**src/core/vsp_pkg.sv**
```systemverilog
/*
 Package for the voiceband serial control port: configuration register
 field positions, reset value, serial framing counts and state encodings.
 Assumes a 100 MHz system clock standing in for the codec master clock.
*/
package vsp_pkg;

   // Configuration register layout.
   localparam int          CFG_W           = 16;
   localparam logic [15:0] CFG_RESET       = 16'h0000;
   localparam int          CFG_PREAMP_BIT  = 0;
   localparam int          CFG_SRC_BIT     = 1;
   localparam int          CFG_OUT_HPF_BIT = 2;
   localparam int          CFG_IN_HPF_BIT  = 3;
   localparam int          CFG_APWR_BIT    = 4;
   localparam int          CFG_DPWR_BIT    = 5;
   localparam int          CFG_GAIN_LSB    = 7;
   localparam int          CFG_GAIN_W      = 3;
   localparam int          WORD_MSB        = 15;
   localparam int          WORD_MSB2       = 14;

   // Serial timing.
   localparam int          SCLK_DIV        = 5;
   localparam int          FRAME_SCLKS     = 325;
   localparam int          STARTUP_SCLKS   = 64;
   localparam int          BIT_CNT_W       = 5;
   localparam int          DIV_CNT_W       = 3;
   localparam int          FRAME_CNT_W     = 9;
   localparam logic [4:0]  WORD_BITS       = 5'h10;

   // Transmit sequencer states.
   typedef enum logic [1:0]
   {
      TX_OFF   = 2'b00,
      TX_START = 2'b01,
      TX_RUN   = 2'b10,
      TX_HOLD  = 2'b11
   } vsp_tx_e;

endpackage

```
**src/core/vsp_clk_div.sv**
```systemverilog
/*
 Serial clock divider: makes the serial clock level and one-cycle pulses
 on its rising and falling edges from the system clock.
 Assumes the caller holds i_run low while the port is deselected.
*/
`timescale 1ns/1ps
module vsp_clk_div
(
   // Clock and reset.
   input  wire logic I_CLK,
   input  wire logic I_RSTN,
   // Run enable.
   input  wire logic i_run,
   // Serial clock and edges.
   output logic      o_sclk,
   output logic      o_rise,
   output logic      o_fall
);

   typedef struct packed
   {
      logic [vsp_pkg::DIV_CNT_W-1:0] cnt;
      logic                          sclk;
   } vsp_div_s;

   vsp_div_s st_q;
   vsp_div_s st_d;

   always_comb
   begin
      st_d = st_q;
      if (!i_run)
      begin
         st_d.cnt  = '0;
         st_d.sclk = 1'b0;
      end
      else if (st_q.cnt == 3'(vsp_pkg::SCLK_DIV - 1))
      begin
         st_d.cnt  = '0;
         st_d.sclk = 1'b1;
      end
      else
      begin
         st_d.cnt = st_q.cnt + 3'h1;
         // Low for three cycles and high for two keeps the period at five.
         if (st_q.cnt == 3'h1)
         begin
            st_d.sclk = 1'b0;
         end
      end
   end

   always_ff @(posedge I_CLK or negedge I_RSTN)
   begin
      if (!I_RSTN)
      begin
         st_q <= '0;
      end
      else
      begin
         st_q <= st_d;
      end
   end

   assign o_sclk = st_q.sclk;
   assign o_rise = i_run && (st_q.cnt == 3'(vsp_pkg::SCLK_DIV - 1));
   assign o_fall = i_run && (st_q.cnt == 3'h1);

endmodule

```
**src/core/vsp_port.sv**
```systemverilog
/*
 Serial port and configuration register of a voiceband codec front end.
 Receives 16-bit words from the host, keeps the configuration register,
 answers read-back requests and sends samples at the frame rate.
 Assumes converter samples arrive on i_adc_sample and that the serial
 clock is the system clock divided by five.
*/
// Behaviour
// - Send samples only when both power bits set.
// - Wait a start-up interval after leaving powerdown.
// - One 16-bit word each frame period.
// - Frame sync pulse, word one cycle later.
// - Input word starts cycle after input sync.
// - Sample input on falling edge, MSB first.
// - Ignore input sync until last bit's falling edge.
// - Reset clears configuration register.
// - Control word with top bit zero loads register.
// - Bit 0 inserts the input preamplifier.
// - Bit 1 selects auxiliary input.
// - Bits 2 and 3 bypass high-pass filters.
// - Bits 7 to 9 select output gain.
// - Top bit one is read request, no write.
// - Read-ready word sends register, then resumes.
// - Serial clock is master clock over five.
// - Chip select low disables and three-states port.
`timescale 1ns/1ps
module vsp_port
(
   // Clock and reset.
   input  wire logic                       I_CLK,
   input  wire logic                       I_RSTN,
   // Chip select.
   input  wire logic                       I_CHIP_SEL,
   // Host serial inputs.
   input  wire logic                       I_IN_FRAME_SYNC,
   input  wire logic                       I_SERIAL_IN_LINE,
   input  wire logic                       I_WORD_TYPE_SELECT,
   // Serial outputs with enables.
   output logic                            O_SCLK,
   output logic                            O_SCLK_OE,
   output logic                            O_OUT_FRAME_SYNC,
   output logic                            O_OUT_FRAME_SYNC_OE,
   output logic                            O_SERIAL_OUT_LINE,
   output logic                            O_SERIAL_OUT_LINE_OE,
   // Converter side.
   input  wire logic [15:0]                I_ADC_SAMPLE,
   output logic [15:0]                     O_DAC_SAMPLE,
   output logic                            O_DAC_STROBE,
   // Configuration fields.
   output logic                            O_PREAMP_INSERT,
   output logic                            O_INPUT_SOURCE_SEL,
   output logic                            O_OUT_HPF_BYPASS,
   output logic                            O_IN_HPF_BYPASS,
   output logic                            O_ANALOG_POWER_ON,
   output logic                            O_DIGITAL_POWER_ON,
   output logic [2:0]                      O_OUTPUT_GAIN_CODE,
   output logic [15:0]                     O_CODEC_CONFIGURATION
);

   typedef struct packed
   {
      logic [15:0]                          cfg;
      logic                                 rx_busy;
      logic                                 rx_armed;
      logic                                 rx_data;
      logic [vsp_pkg::BIT_CNT_W-1:0]        rx_cnt;
      logic [15:0]                          rx_sh;
      logic                                 rd_pend;
      logic                                 rd_go;
      vsp_pkg::vsp_tx_e                     tx_st;
      logic [vsp_pkg::FRAME_CNT_W-1:0]      frm_cnt;
      logic                                 tx_busy;
      logic                                 tx_first;
      logic [vsp_pkg::BIT_CNT_W-1:0]        tx_cnt;
      logic [15:0]                          tx_sh;
      logic                                 ofs;
      logic                                 serial_out_line;
      logic [15:0]                          dac;
      logic                                 dac_stb;
   } vsp_port_s;

   vsp_port_s st_q;
   vsp_port_s st_d;

   logic sclk;
   logic rise;
   logic fall;
   logic run_rstn;
   logic powered;
   logic word_done;

   // The divider is parked through its run input while deselected, so the clock stays low.
   assign run_rstn = I_RSTN;

   vsp_clk_div u_div
   (
      .I_CLK  (I_CLK),
      .I_RSTN (run_rstn),
      .i_run  (I_CHIP_SEL),
      .o_sclk (sclk),
      .o_rise (rise),
      .o_fall (fall)
   );

   assign powered   = st_q.cfg[vsp_pkg::CFG_APWR_BIT] && st_q.cfg[vsp_pkg::CFG_DPWR_BIT];
   assign word_done = st_q.rx_busy && fall && (st_q.rx_cnt == 5'h01);

   always_comb
   begin
      st_d         = st_q;
      st_d.dac_stb = 1'b0;
      if (!I_CHIP_SEL)
      begin
         // Deselect abandons a word being received or shifted out; the register keeps its value.
         st_d.rx_busy  = 1'b0;
         st_d.rx_armed = 1'b0;
         st_d.tx_busy  = 1'b0;
         st_d.ofs      = 1'b0;
      end
      else
      begin
         // Input sync sampled at the falling edge of its own cycle.
         if (fall && I_IN_FRAME_SYNC && (!st_q.rx_busy || word_done))
         begin
            st_d.rx_armed = 1'b1;
            st_d.rx_data  = I_WORD_TYPE_SELECT;
         end
         if (rise && st_q.rx_armed)
         begin
            st_d.rx_armed = 1'b0;
            st_d.rx_busy  = 1'b1;
            st_d.rx_cnt   = vsp_pkg::WORD_BITS;
         end
         if (st_q.rx_busy && fall)
         begin
            st_d.rx_sh  = {st_q.rx_sh[14:0], I_SERIAL_IN_LINE};
            st_d.rx_cnt = st_q.rx_cnt - 5'h01;
            if (st_q.rx_cnt == 5'h01)
            begin
               st_d.rx_busy = 1'b0;
               if (st_q.rx_data)
               begin
                  st_d.dac     = {st_q.rx_sh[14:0], I_SERIAL_IN_LINE};
                  st_d.dac_stb = 1'b1;
               end
               else if (!st_q.rx_sh[vsp_pkg::WORD_MSB - 1])
               begin
                  // Reserved bits are stored as sent; the host keeps them zero.
                  st_d.cfg = {st_q.rx_sh[14:0], I_SERIAL_IN_LINE};
               end
               else if (st_q.rx_sh[vsp_pkg::WORD_MSB2 - 1])
               begin
                  st_d.rd_go   = st_q.rd_pend;
                  st_d.rd_pend = 1'b0;
               end
               else
               begin
                  st_d.rd_pend = 1'b1;
               end
            end
         end

         // Transmit frame sequencer, stepped on serial clock rising edges.
         if (rise)
         begin
            st_d.ofs = 1'b0;
            if (st_q.frm_cnt != '0)
            begin
               st_d.frm_cnt = st_q.frm_cnt - 9'h001;
            end
            case (st_q.tx_st)
               vsp_pkg::TX_OFF:
               begin
                  if (powered)
                  begin
                     st_d.tx_st   = vsp_pkg::TX_START;
                     st_d.frm_cnt = 9'(vsp_pkg::STARTUP_SCLKS);
                  end
               end
               vsp_pkg::TX_START, vsp_pkg::TX_RUN:
               begin
                  if (!powered)
                  begin
                     st_d.tx_st = vsp_pkg::TX_OFF;
                  end
                  else if (st_q.rd_pend && !st_q.tx_busy)
                  begin
                     st_d.tx_st = vsp_pkg::TX_HOLD;
                  end
                  else if (st_q.frm_cnt == '0 || st_q.frm_cnt == 9'h001)
                  begin
                     // One word per 325 serial clocks, which is 125 us at 2.6 MHz.
                     st_d.tx_st    = vsp_pkg::TX_RUN;
                     st_d.frm_cnt  = 9'(vsp_pkg::FRAME_SCLKS);
                     st_d.ofs      = 1'b1;
                     st_d.tx_first = 1'b1;
                     st_d.tx_sh    = I_ADC_SAMPLE;
                  end
               end
               vsp_pkg::TX_HOLD:
               begin
                  if (st_q.rd_go)
                  begin
                     // Register goes out next, then the frame cadence restarts.
                     st_d.rd_go    = 1'b0;
                     st_d.tx_st    = vsp_pkg::TX_RUN;
                     st_d.frm_cnt  = 9'(vsp_pkg::FRAME_SCLKS);
                     st_d.ofs      = 1'b1;
                     st_d.tx_first = 1'b1;
                     st_d.tx_sh    = st_q.cfg;
                  end
               end
               default:
               begin
                  st_d.tx_st = vsp_pkg::TX_OFF;
               end
            endcase
            if (st_q.tx_first)
            begin
               // Shifting starts one serial clock after the sync pulse.
               st_d.tx_first = 1'b0;
               st_d.tx_busy  = 1'b1;
               st_d.tx_cnt   = vsp_pkg::WORD_BITS - 5'h01;
               st_d.serial_out_line      = st_q.tx_sh[vsp_pkg::WORD_MSB];
               st_d.tx_sh    = {st_q.tx_sh[14:0], 1'b0};
            end
            else if (st_q.tx_busy)
            begin
               if (st_q.tx_cnt == '0)
               begin
                  st_d.tx_busy = 1'b0;
               end
               else
               begin
                  st_d.tx_cnt = st_q.tx_cnt - 5'h01;
                  st_d.serial_out_line    = st_q.tx_sh[vsp_pkg::WORD_MSB];
                  st_d.tx_sh  = {st_q.tx_sh[14:0], 1'b0};
               end
            end
         end
      end
   end

   always_ff @(posedge I_CLK or negedge I_RSTN)
   begin
      if (!I_RSTN)
      begin
         st_q     <= '0;
         st_q.cfg <= vsp_pkg::CFG_RESET;
      end
      else
      begin
         st_q <= st_d;
      end
   end

   // Output enables follow chip select.
   assign O_SCLK                = sclk;
   assign O_SCLK_OE             = I_CHIP_SEL;
   assign O_OUT_FRAME_SYNC      = st_q.ofs;
   assign O_OUT_FRAME_SYNC_OE   = I_CHIP_SEL;
   assign O_SERIAL_OUT_LINE     = st_q.serial_out_line;
   assign O_SERIAL_OUT_LINE_OE  = I_CHIP_SEL;
   assign O_DAC_SAMPLE          = st_q.dac;
   assign O_DAC_STROBE          = st_q.dac_stb;
   assign O_PREAMP_INSERT       = st_q.cfg[vsp_pkg::CFG_PREAMP_BIT];
   assign O_INPUT_SOURCE_SEL    = st_q.cfg[vsp_pkg::CFG_SRC_BIT];
   assign O_OUT_HPF_BYPASS      = st_q.cfg[vsp_pkg::CFG_OUT_HPF_BIT];
   assign O_IN_HPF_BYPASS       = st_q.cfg[vsp_pkg::CFG_IN_HPF_BIT];
   assign O_ANALOG_POWER_ON     = st_q.cfg[vsp_pkg::CFG_APWR_BIT];
   assign O_DIGITAL_POWER_ON    = st_q.cfg[vsp_pkg::CFG_DPWR_BIT];
   // Code 0 is +6 dB, each step 3 dB lower.
   assign O_OUTPUT_GAIN_CODE    = st_q.cfg[vsp_pkg::CFG_GAIN_LSB +: vsp_pkg::CFG_GAIN_W];
   assign O_CODEC_CONFIGURATION = st_q.cfg;

endmodule

```
**config.mk**
```make
export PLATFORM = sky130hd
export DESIGN_NAME = vsp_port
export DESIGN_NICKNAME = d
export VERILOG_FILES = /design/src/core/vsp_pkg.sv /design/src/core/vsp_clk_div.sv /design/src/core/vsp_port.sv
export SDC_FILE = /design/constraint.sdc
export NUM_CORES = 1
export LEC_CHECK = 0
export BUFFER_PORTS_ARGS = -buffer_cell sky130_fd_sc_hd__buf_2
export CAP_MARGIN = 20
export CORE_ASPECT_RATIO = 1.4
export CORE_UTILIZATION = 55
export CTS_CLUSTER_DIAMETER = 120
export CTS_CLUSTER_SIZE = 10
export DETAILED_ROUTE_END_ITERATION = 10
export GPL_ROUTABILITY_DRIVEN = 0
export PLACE_DENSITY = 0.86
export SLEW_MARGIN = 20
export SYNTH_ARGS = -nofsm -noshare
export SYNTH_HDL_FRONTEND = slang
export SYNTH_SLANG_ARGS = --single-unit
```
**constraint.sdc**
```tcl
create_clock -name I_CLK -period 4.38 [get_ports I_CLK]
set_clock_uncertainty 0.1 [all_clocks]
set_input_delay 0.876 -clock I_CLK [delete_from_list [all_inputs] [get_ports I_CLK]]
set_output_delay 0.876 -clock I_CLK [all_outputs]
set_load 0.02 [all_outputs]
```
# == Yosys cells after proc, flatten, opt, wreduce, memory -nomap -nowiden ==
# Index checks and enable logic that the tools add are counted.
# classes
addsub,4
n_eq_ne,14
n_mux,52
n_bitwise,2
n_reduce_logical,29
# op_table
op,count
$mux W17,4
$mux W21,3
$mux W37,1
$pmux W17 S2,1
$pmux W11 S3,1
$mux W9,3
$mux W1,23
$mux W23,1
$mux W11,2
$mux W2,8
$reduce_and A5 Y1,3
$mux W12,1
$sub A5 B1 Y5 const B,2
$eq A9 B1 Y1 const B,1
$logic_and A1 B1 Y1,9
$logic_not A9 Y1,1
$reduce_bool A9 Y1,1
$sub A9 B1 Y9 const B,1
$mux W4,2
$reduce_and A2 Y1,4
$reduce_and A4 Y1,2
$ne A2 B2 Y1 const B,3
$ne A3 B1 Y1 const B,2
$eq A5 B1 Y1 const B,1
other kinds (16),21
# word_totals
reg_bits,98
inputBits,22
out_inout_bits,48
elab_cells,121

# == Logic depth before layout (Yosys ltp) ==
# depth
ltp_word,11
mapped_depth,9
mapped_depth_nobuf,7

# == Cells and area by module ==
# A second synthesis with hierarchy kept.
# unflattened
cells_unflattened,468
hier_area_um2,5093.6
# by_module_without_submodules
module,n_inst,cells_per_inst,area_per_inst_um2,seq_area_each_um2
vsp_port,1,447,4880.9,2327.2
vsp_clk_div,1,21,212.7,100.1

# == Least setup slack after synthesis ==
# OpenSTA, ideal clock, no wires.
# synth_path
kind,in2reg
start,input port I_CHIP_SEL
end,register st_q (netlist bit O_CODEC_CONFIGURATION[10])
setup_ns,0.125
arrival_ns,2.185
required_ns,4.155
slack_ns,1.970
path_stages,5
n_path_buf,2
cell_sequence,buf_2 > nand4b_2 > nor4_4 > buf_6 > mux2_2
# synth_between
elab_chain_cells,3
# synth_lines
element,line,text
start: declaration,vsp_port.sv:33,"input wire logic I_CHIP_SEL,"
$logic_and A1 B1 Y1,vsp_clk_div.sv:67,assign o_fall = i_run && (st_q.cnt == 3'h1);
$logic_and A1 B1 Y1,vsp_port.sv:134,if (st_q.rx_busy && fall)
$reduce_and A5 Y1 (no source line) (*),n/a,
end signal: assignment,vsp_port.sv:253,st_q <= st_d;
end: declaration,vsp_port.sv:82,vsp_port_s st_q;
# Every way passes the cells marked *; elsewhere a longest branch is shown, timed or not.
# A chain may end at the register's enable or synchronous reset.

# == Worst setup path after layout ==
# layout_path
start,register st_q[42] in the netlist's numbering
end,register st_q[22] in the netlist's numbering
# layout_between
elab_chain_cells,9
elab_cells_between_ends,10
cone_classes,eq/ne: 1; mux: 7; reduce/logical: 2
# layout_lines
element,line,text
$eq A9 B1 Y1 or $logic_not A9 Y1 (tied branches),vsp_port.sv:190,else if (st_q.frm_cnt == '0 || st_q.frm_cnt == 9'h001)
$logic_or A1 B1 Y1 (*),vsp_port.sv:190,
$mux W17 (*),vsp_port.sv:190,
$mux W17 (*),vsp_port.sv:186,else if (st_q.rd_pend && !st_q.tx_busy)
$mux W17 (*),vsp_port.sv:182,if (!powered)
$pmux W17 S2 (*),vsp_port.sv:171,case (st_q.tx_st)
$mux W21,vsp_port.sv:229,if (st_q.tx_cnt == '0)
$mux W21 (*),vsp_port.sv:227,else if (st_q.tx_busy)
$mux W21 (*),vsp_port.sv:218,if (st_q.tx_first)
# Every way passes the cells marked *; elsewhere a longest branch is shown, timed or not. The select of a mux whose other input is x is not followed.

==> out/results.ini <==
[pwr]
netSwitchingPower_mw=0.5416
p_seq_frac=0.489
peakVddDrop_mv=0.2908
p_int_mw=1.470
clkPwrFrac=0.393
leakagePower_nw=2.593
swShare=0.2693
p_per_area_mw_per_mm2=380.9
combPwrFrac=0.118

[floorplan]
die_w_microns=81.62
core_sq_mm=0.008608
die_h_microns=113.5
start_util=0.5670
ioPinCount=70
die-area_sq_mm=0.009260
rows=40

[worst_setup_path]
path_buf_inv=1
cp_max_fo=15
required_ps=4550
cp_cell_sequence=inv_1 > ha_1 > o2111a_2 > a21oi_1 > o311ai_0 > o211ai_1
cp_top_family=compound AO/OA/AOI/OAI gates
slowest_delay_ps=770
start_kind=flip-flop
critical_path_arrival_ps=2720
cp_slowest_cell=a21oi_1
timing_worst_setup_path_type=flip-flop to flip-flop
crit_path_end_kind=flip-flop

[timing]
setup_ws_ps=1832
period_share=0.5818
final-setup-viol-count=0
min_period_ps=2548
drv_slew=0
tightest_slew_ps=1016
max_slew_margin=0.3214
rsz0062_at_grt=false
hold_violations=0
clock.fmax_mhz=392.4
setup-tns-final_ps=0

[yosys]
synth_nets=472
yosys-top-cells-area=dfrtp_1 (50%), mux2_2 (11%), buf_4 (5.8%)
yosys_most_used_dff=dfrtp_1
seq_area_frac_synth=0.4973
synth_top_cell_area_share=0.4973
synth_cells=440
synth-seq-cells=97
async_flop_share=1.000
netlist_area_sq_mm=0.004881
synth_top_area_cell=dfrtp_1
synth_edf_count=0
yosys.cell_types.count=55
synth_warnings=0
avgSynthCellArea_sq_um=11.09

[clocking]
cts_num_sinks=97
cts-root-buf=clkbuf_16
cts_resized=0
cts_setup_buffers=0
cts_tree=built
cts_buffer_depth=2
clk_pin_slew_ps=70
h-tree-depth=3
clkLatencyLatePin_ps=360
cts_hold_buf=0
cts_made_buffers=9

[worst_hold_path]
hp-class=flip-flop to flip-flop

[place]
preCtsSetupSlack_ps=1471
place_area_sq_mm=0.004985
port_buffers=68
dp_hpwl_microns=6870

[global_routing]
grt_pass1_vias=3451
gr-total-overflow=0
grt_pass1_wl_microns=16820
grt_usage=0.2425
antenna_found_initial=0
grt_max_degree=74

[final_layout]
area_growth_pct=8.203
nets=495
final_area_sq_mm=0.005281
drive_above_1_share=0.3098
num_antenna_cells=0

[detailed_routing]
avgViaCountPerCell=6.106
avgRoutedWirePerCell_microns=17.84
drc=1
wl_microns=10220
drt-initial-drc-count=477
firstDrtPassIters=7
final_antenna_net_count=0
routed-via-count=3499

[outcome]
run_status=finished, violations left
violations=DRC

[flow_run]
cap_violations=0

[logic make-up after synthesis]
logic type,after synthesis,share of synthesized area
buffers and inverters,77,0.09587
XOR/XNOR,9,0.01615
AO/OA/AOI/OAI,97,0.1423
adder cells (fa/ha/maj),10,0.02563
flip-flops,97,0.4973
AND/OR/NAND/NOR,100,0.1095
multiplexers,49,0.1125
other,1,0.0007683
[through the flow]
stage | std cells | util | hold slack [ps] | power (mW)
floorplan | 440 | - | 354.8 | 1.160
global placement | 557 | 0.5791 | 369.9 | 1.221
detailed placement | 557 | 0.5791 | 374.2 | 1.236
CTS | 573 | 0.6135 | 389.9 | 2.018
global route | 573 | 0.6135 | 410.4 | 2.086
finish | 573 | 0.6135 | 381.3 | 2.011
[power groups by stage]
| stage | sequential (mW) | clock (mW) | combinational [mW] |
|---|---|---|---|
| 2_1_floorplan | 0.988 | 0 | 0.172 |
| 3_3_place_gp | 0.996 | 0 | 0.225 |
| 3_5_place_dp | 1.00 | 0 | 0.236 |
| 4_1_cts | 0.984 | 0.795 | 0.239 |
| 5_1_grt | 0.989 | 0.828 | 0.269 |
| 6_report | 0.983 | 0.790 | 0.238 |
[registers in the layout, indices dropped and copies added, names as in the netlist]
| register | flops |
|---|---|
| u_div.st_q | 3 |
| O_DAC_STROBE | 1 |
| O_CODEC_CONFIGURATION | 15 |
| O_DAC_SAMPLE | 16 |
| st_q | 59 |
| u_div.o_sclk | 1 |
| O_SERIAL_OUT_LINE | 1 |
| O_OUT_FRAME_SYNC | 1 |
[tightest hold or removal path, cell delays in order (launching register included)]
cell	delay, ps
dfrtp_1	350
nand2_1	50
nand2_1	60
[worst paths after layout]
| kind | cells after the start | slack (ps) | startpoint | end |
|---|---|---|---|---|
| setup / recovery | 6 | 1830 | st_q[42] | st_q[22] |
| hold / removal | 2 | 380 | O_SERIAL_OUT_LINE | O_SERIAL_OUT_LINE |
| setup reg to reg | 6 | 1830 | st_q[42] | st_q[22] |
| hold reg to reg | 2 | 380 | O_SERIAL_OUT_LINE | O_SERIAL_OUT_LINE |
| max in group asynchronous | 2 | 2740 | I_RSTN | O_DAC_SAMPLE[14] |
| min in group asynchronous | 1 | 540 | I_RSTN | st_q[42] |
[final cells by class]
class,count,area (sq um)
Sequential cell,97,2427
Inverter,16,60.06
Tap cell,105,131.4
Fill cell,675,3327
Clock inverter,6,67.56
Clock buffer,10,229.0
Timing Repair Buffer,73,380.4
Multi-Input combinational cell,266,1986
[cells in the final DEF, fill, tap and decap left out, types with 2 or more instances in the layout]
master,Yosys,routed
buf_2,5,67
clkinvlp_4,0,2
and2_1,2,2
nand2_1,35,35
xor2_1,5,5
a21boi_0,2,2
and3_1,2,2
mux2_2,46,46
clkbuf_16,0,9
inv_1,16,16
o21ai_0,17,17
mux2i_1,2,2
or4b_4,2,2
nand3_1,14,14
a2bb2oi_1,2,2
nor2_1,18,18
nor2b_1,3,3
o311ai_0,14,14
o31ai_1,3,3
a21oi_1,11,11
a21o_1,2,2
o211ai_1,16,16
a22oi_1,15,15
buf_4,38,6
xnor2_1,4,4
nor3_1,5,5
ha_1,10,10
nand4_1,3,3
nand4b_1,2,2
nor4_1,4,4
dfrtp_1,97,97
a31oi_1,5,5
[Yosys cell counts (11+ instances only)]
cell       n
nor2_1    18
nand2_1   35
a21oi_1   11
buf_4     38
o211ai_1  16
dfrtp_1   97
nand3_1   14
o21ai_0   17
o311ai_0  14
a22oi_1   15
mux2_2    46
inv_1     16
clkbuf_1  13
[routing by layer]
metal,up-vias,track usage,part of all wire
li1,1600,-,-
met1,1750,0.3054,0.40
met2,114,0.3783,0.51
met3,35,0.05840,0.050
met4,0,0.1380,0.036
met5,-,0,0
No activity file was read; power rests on OpenSTA's default activity.
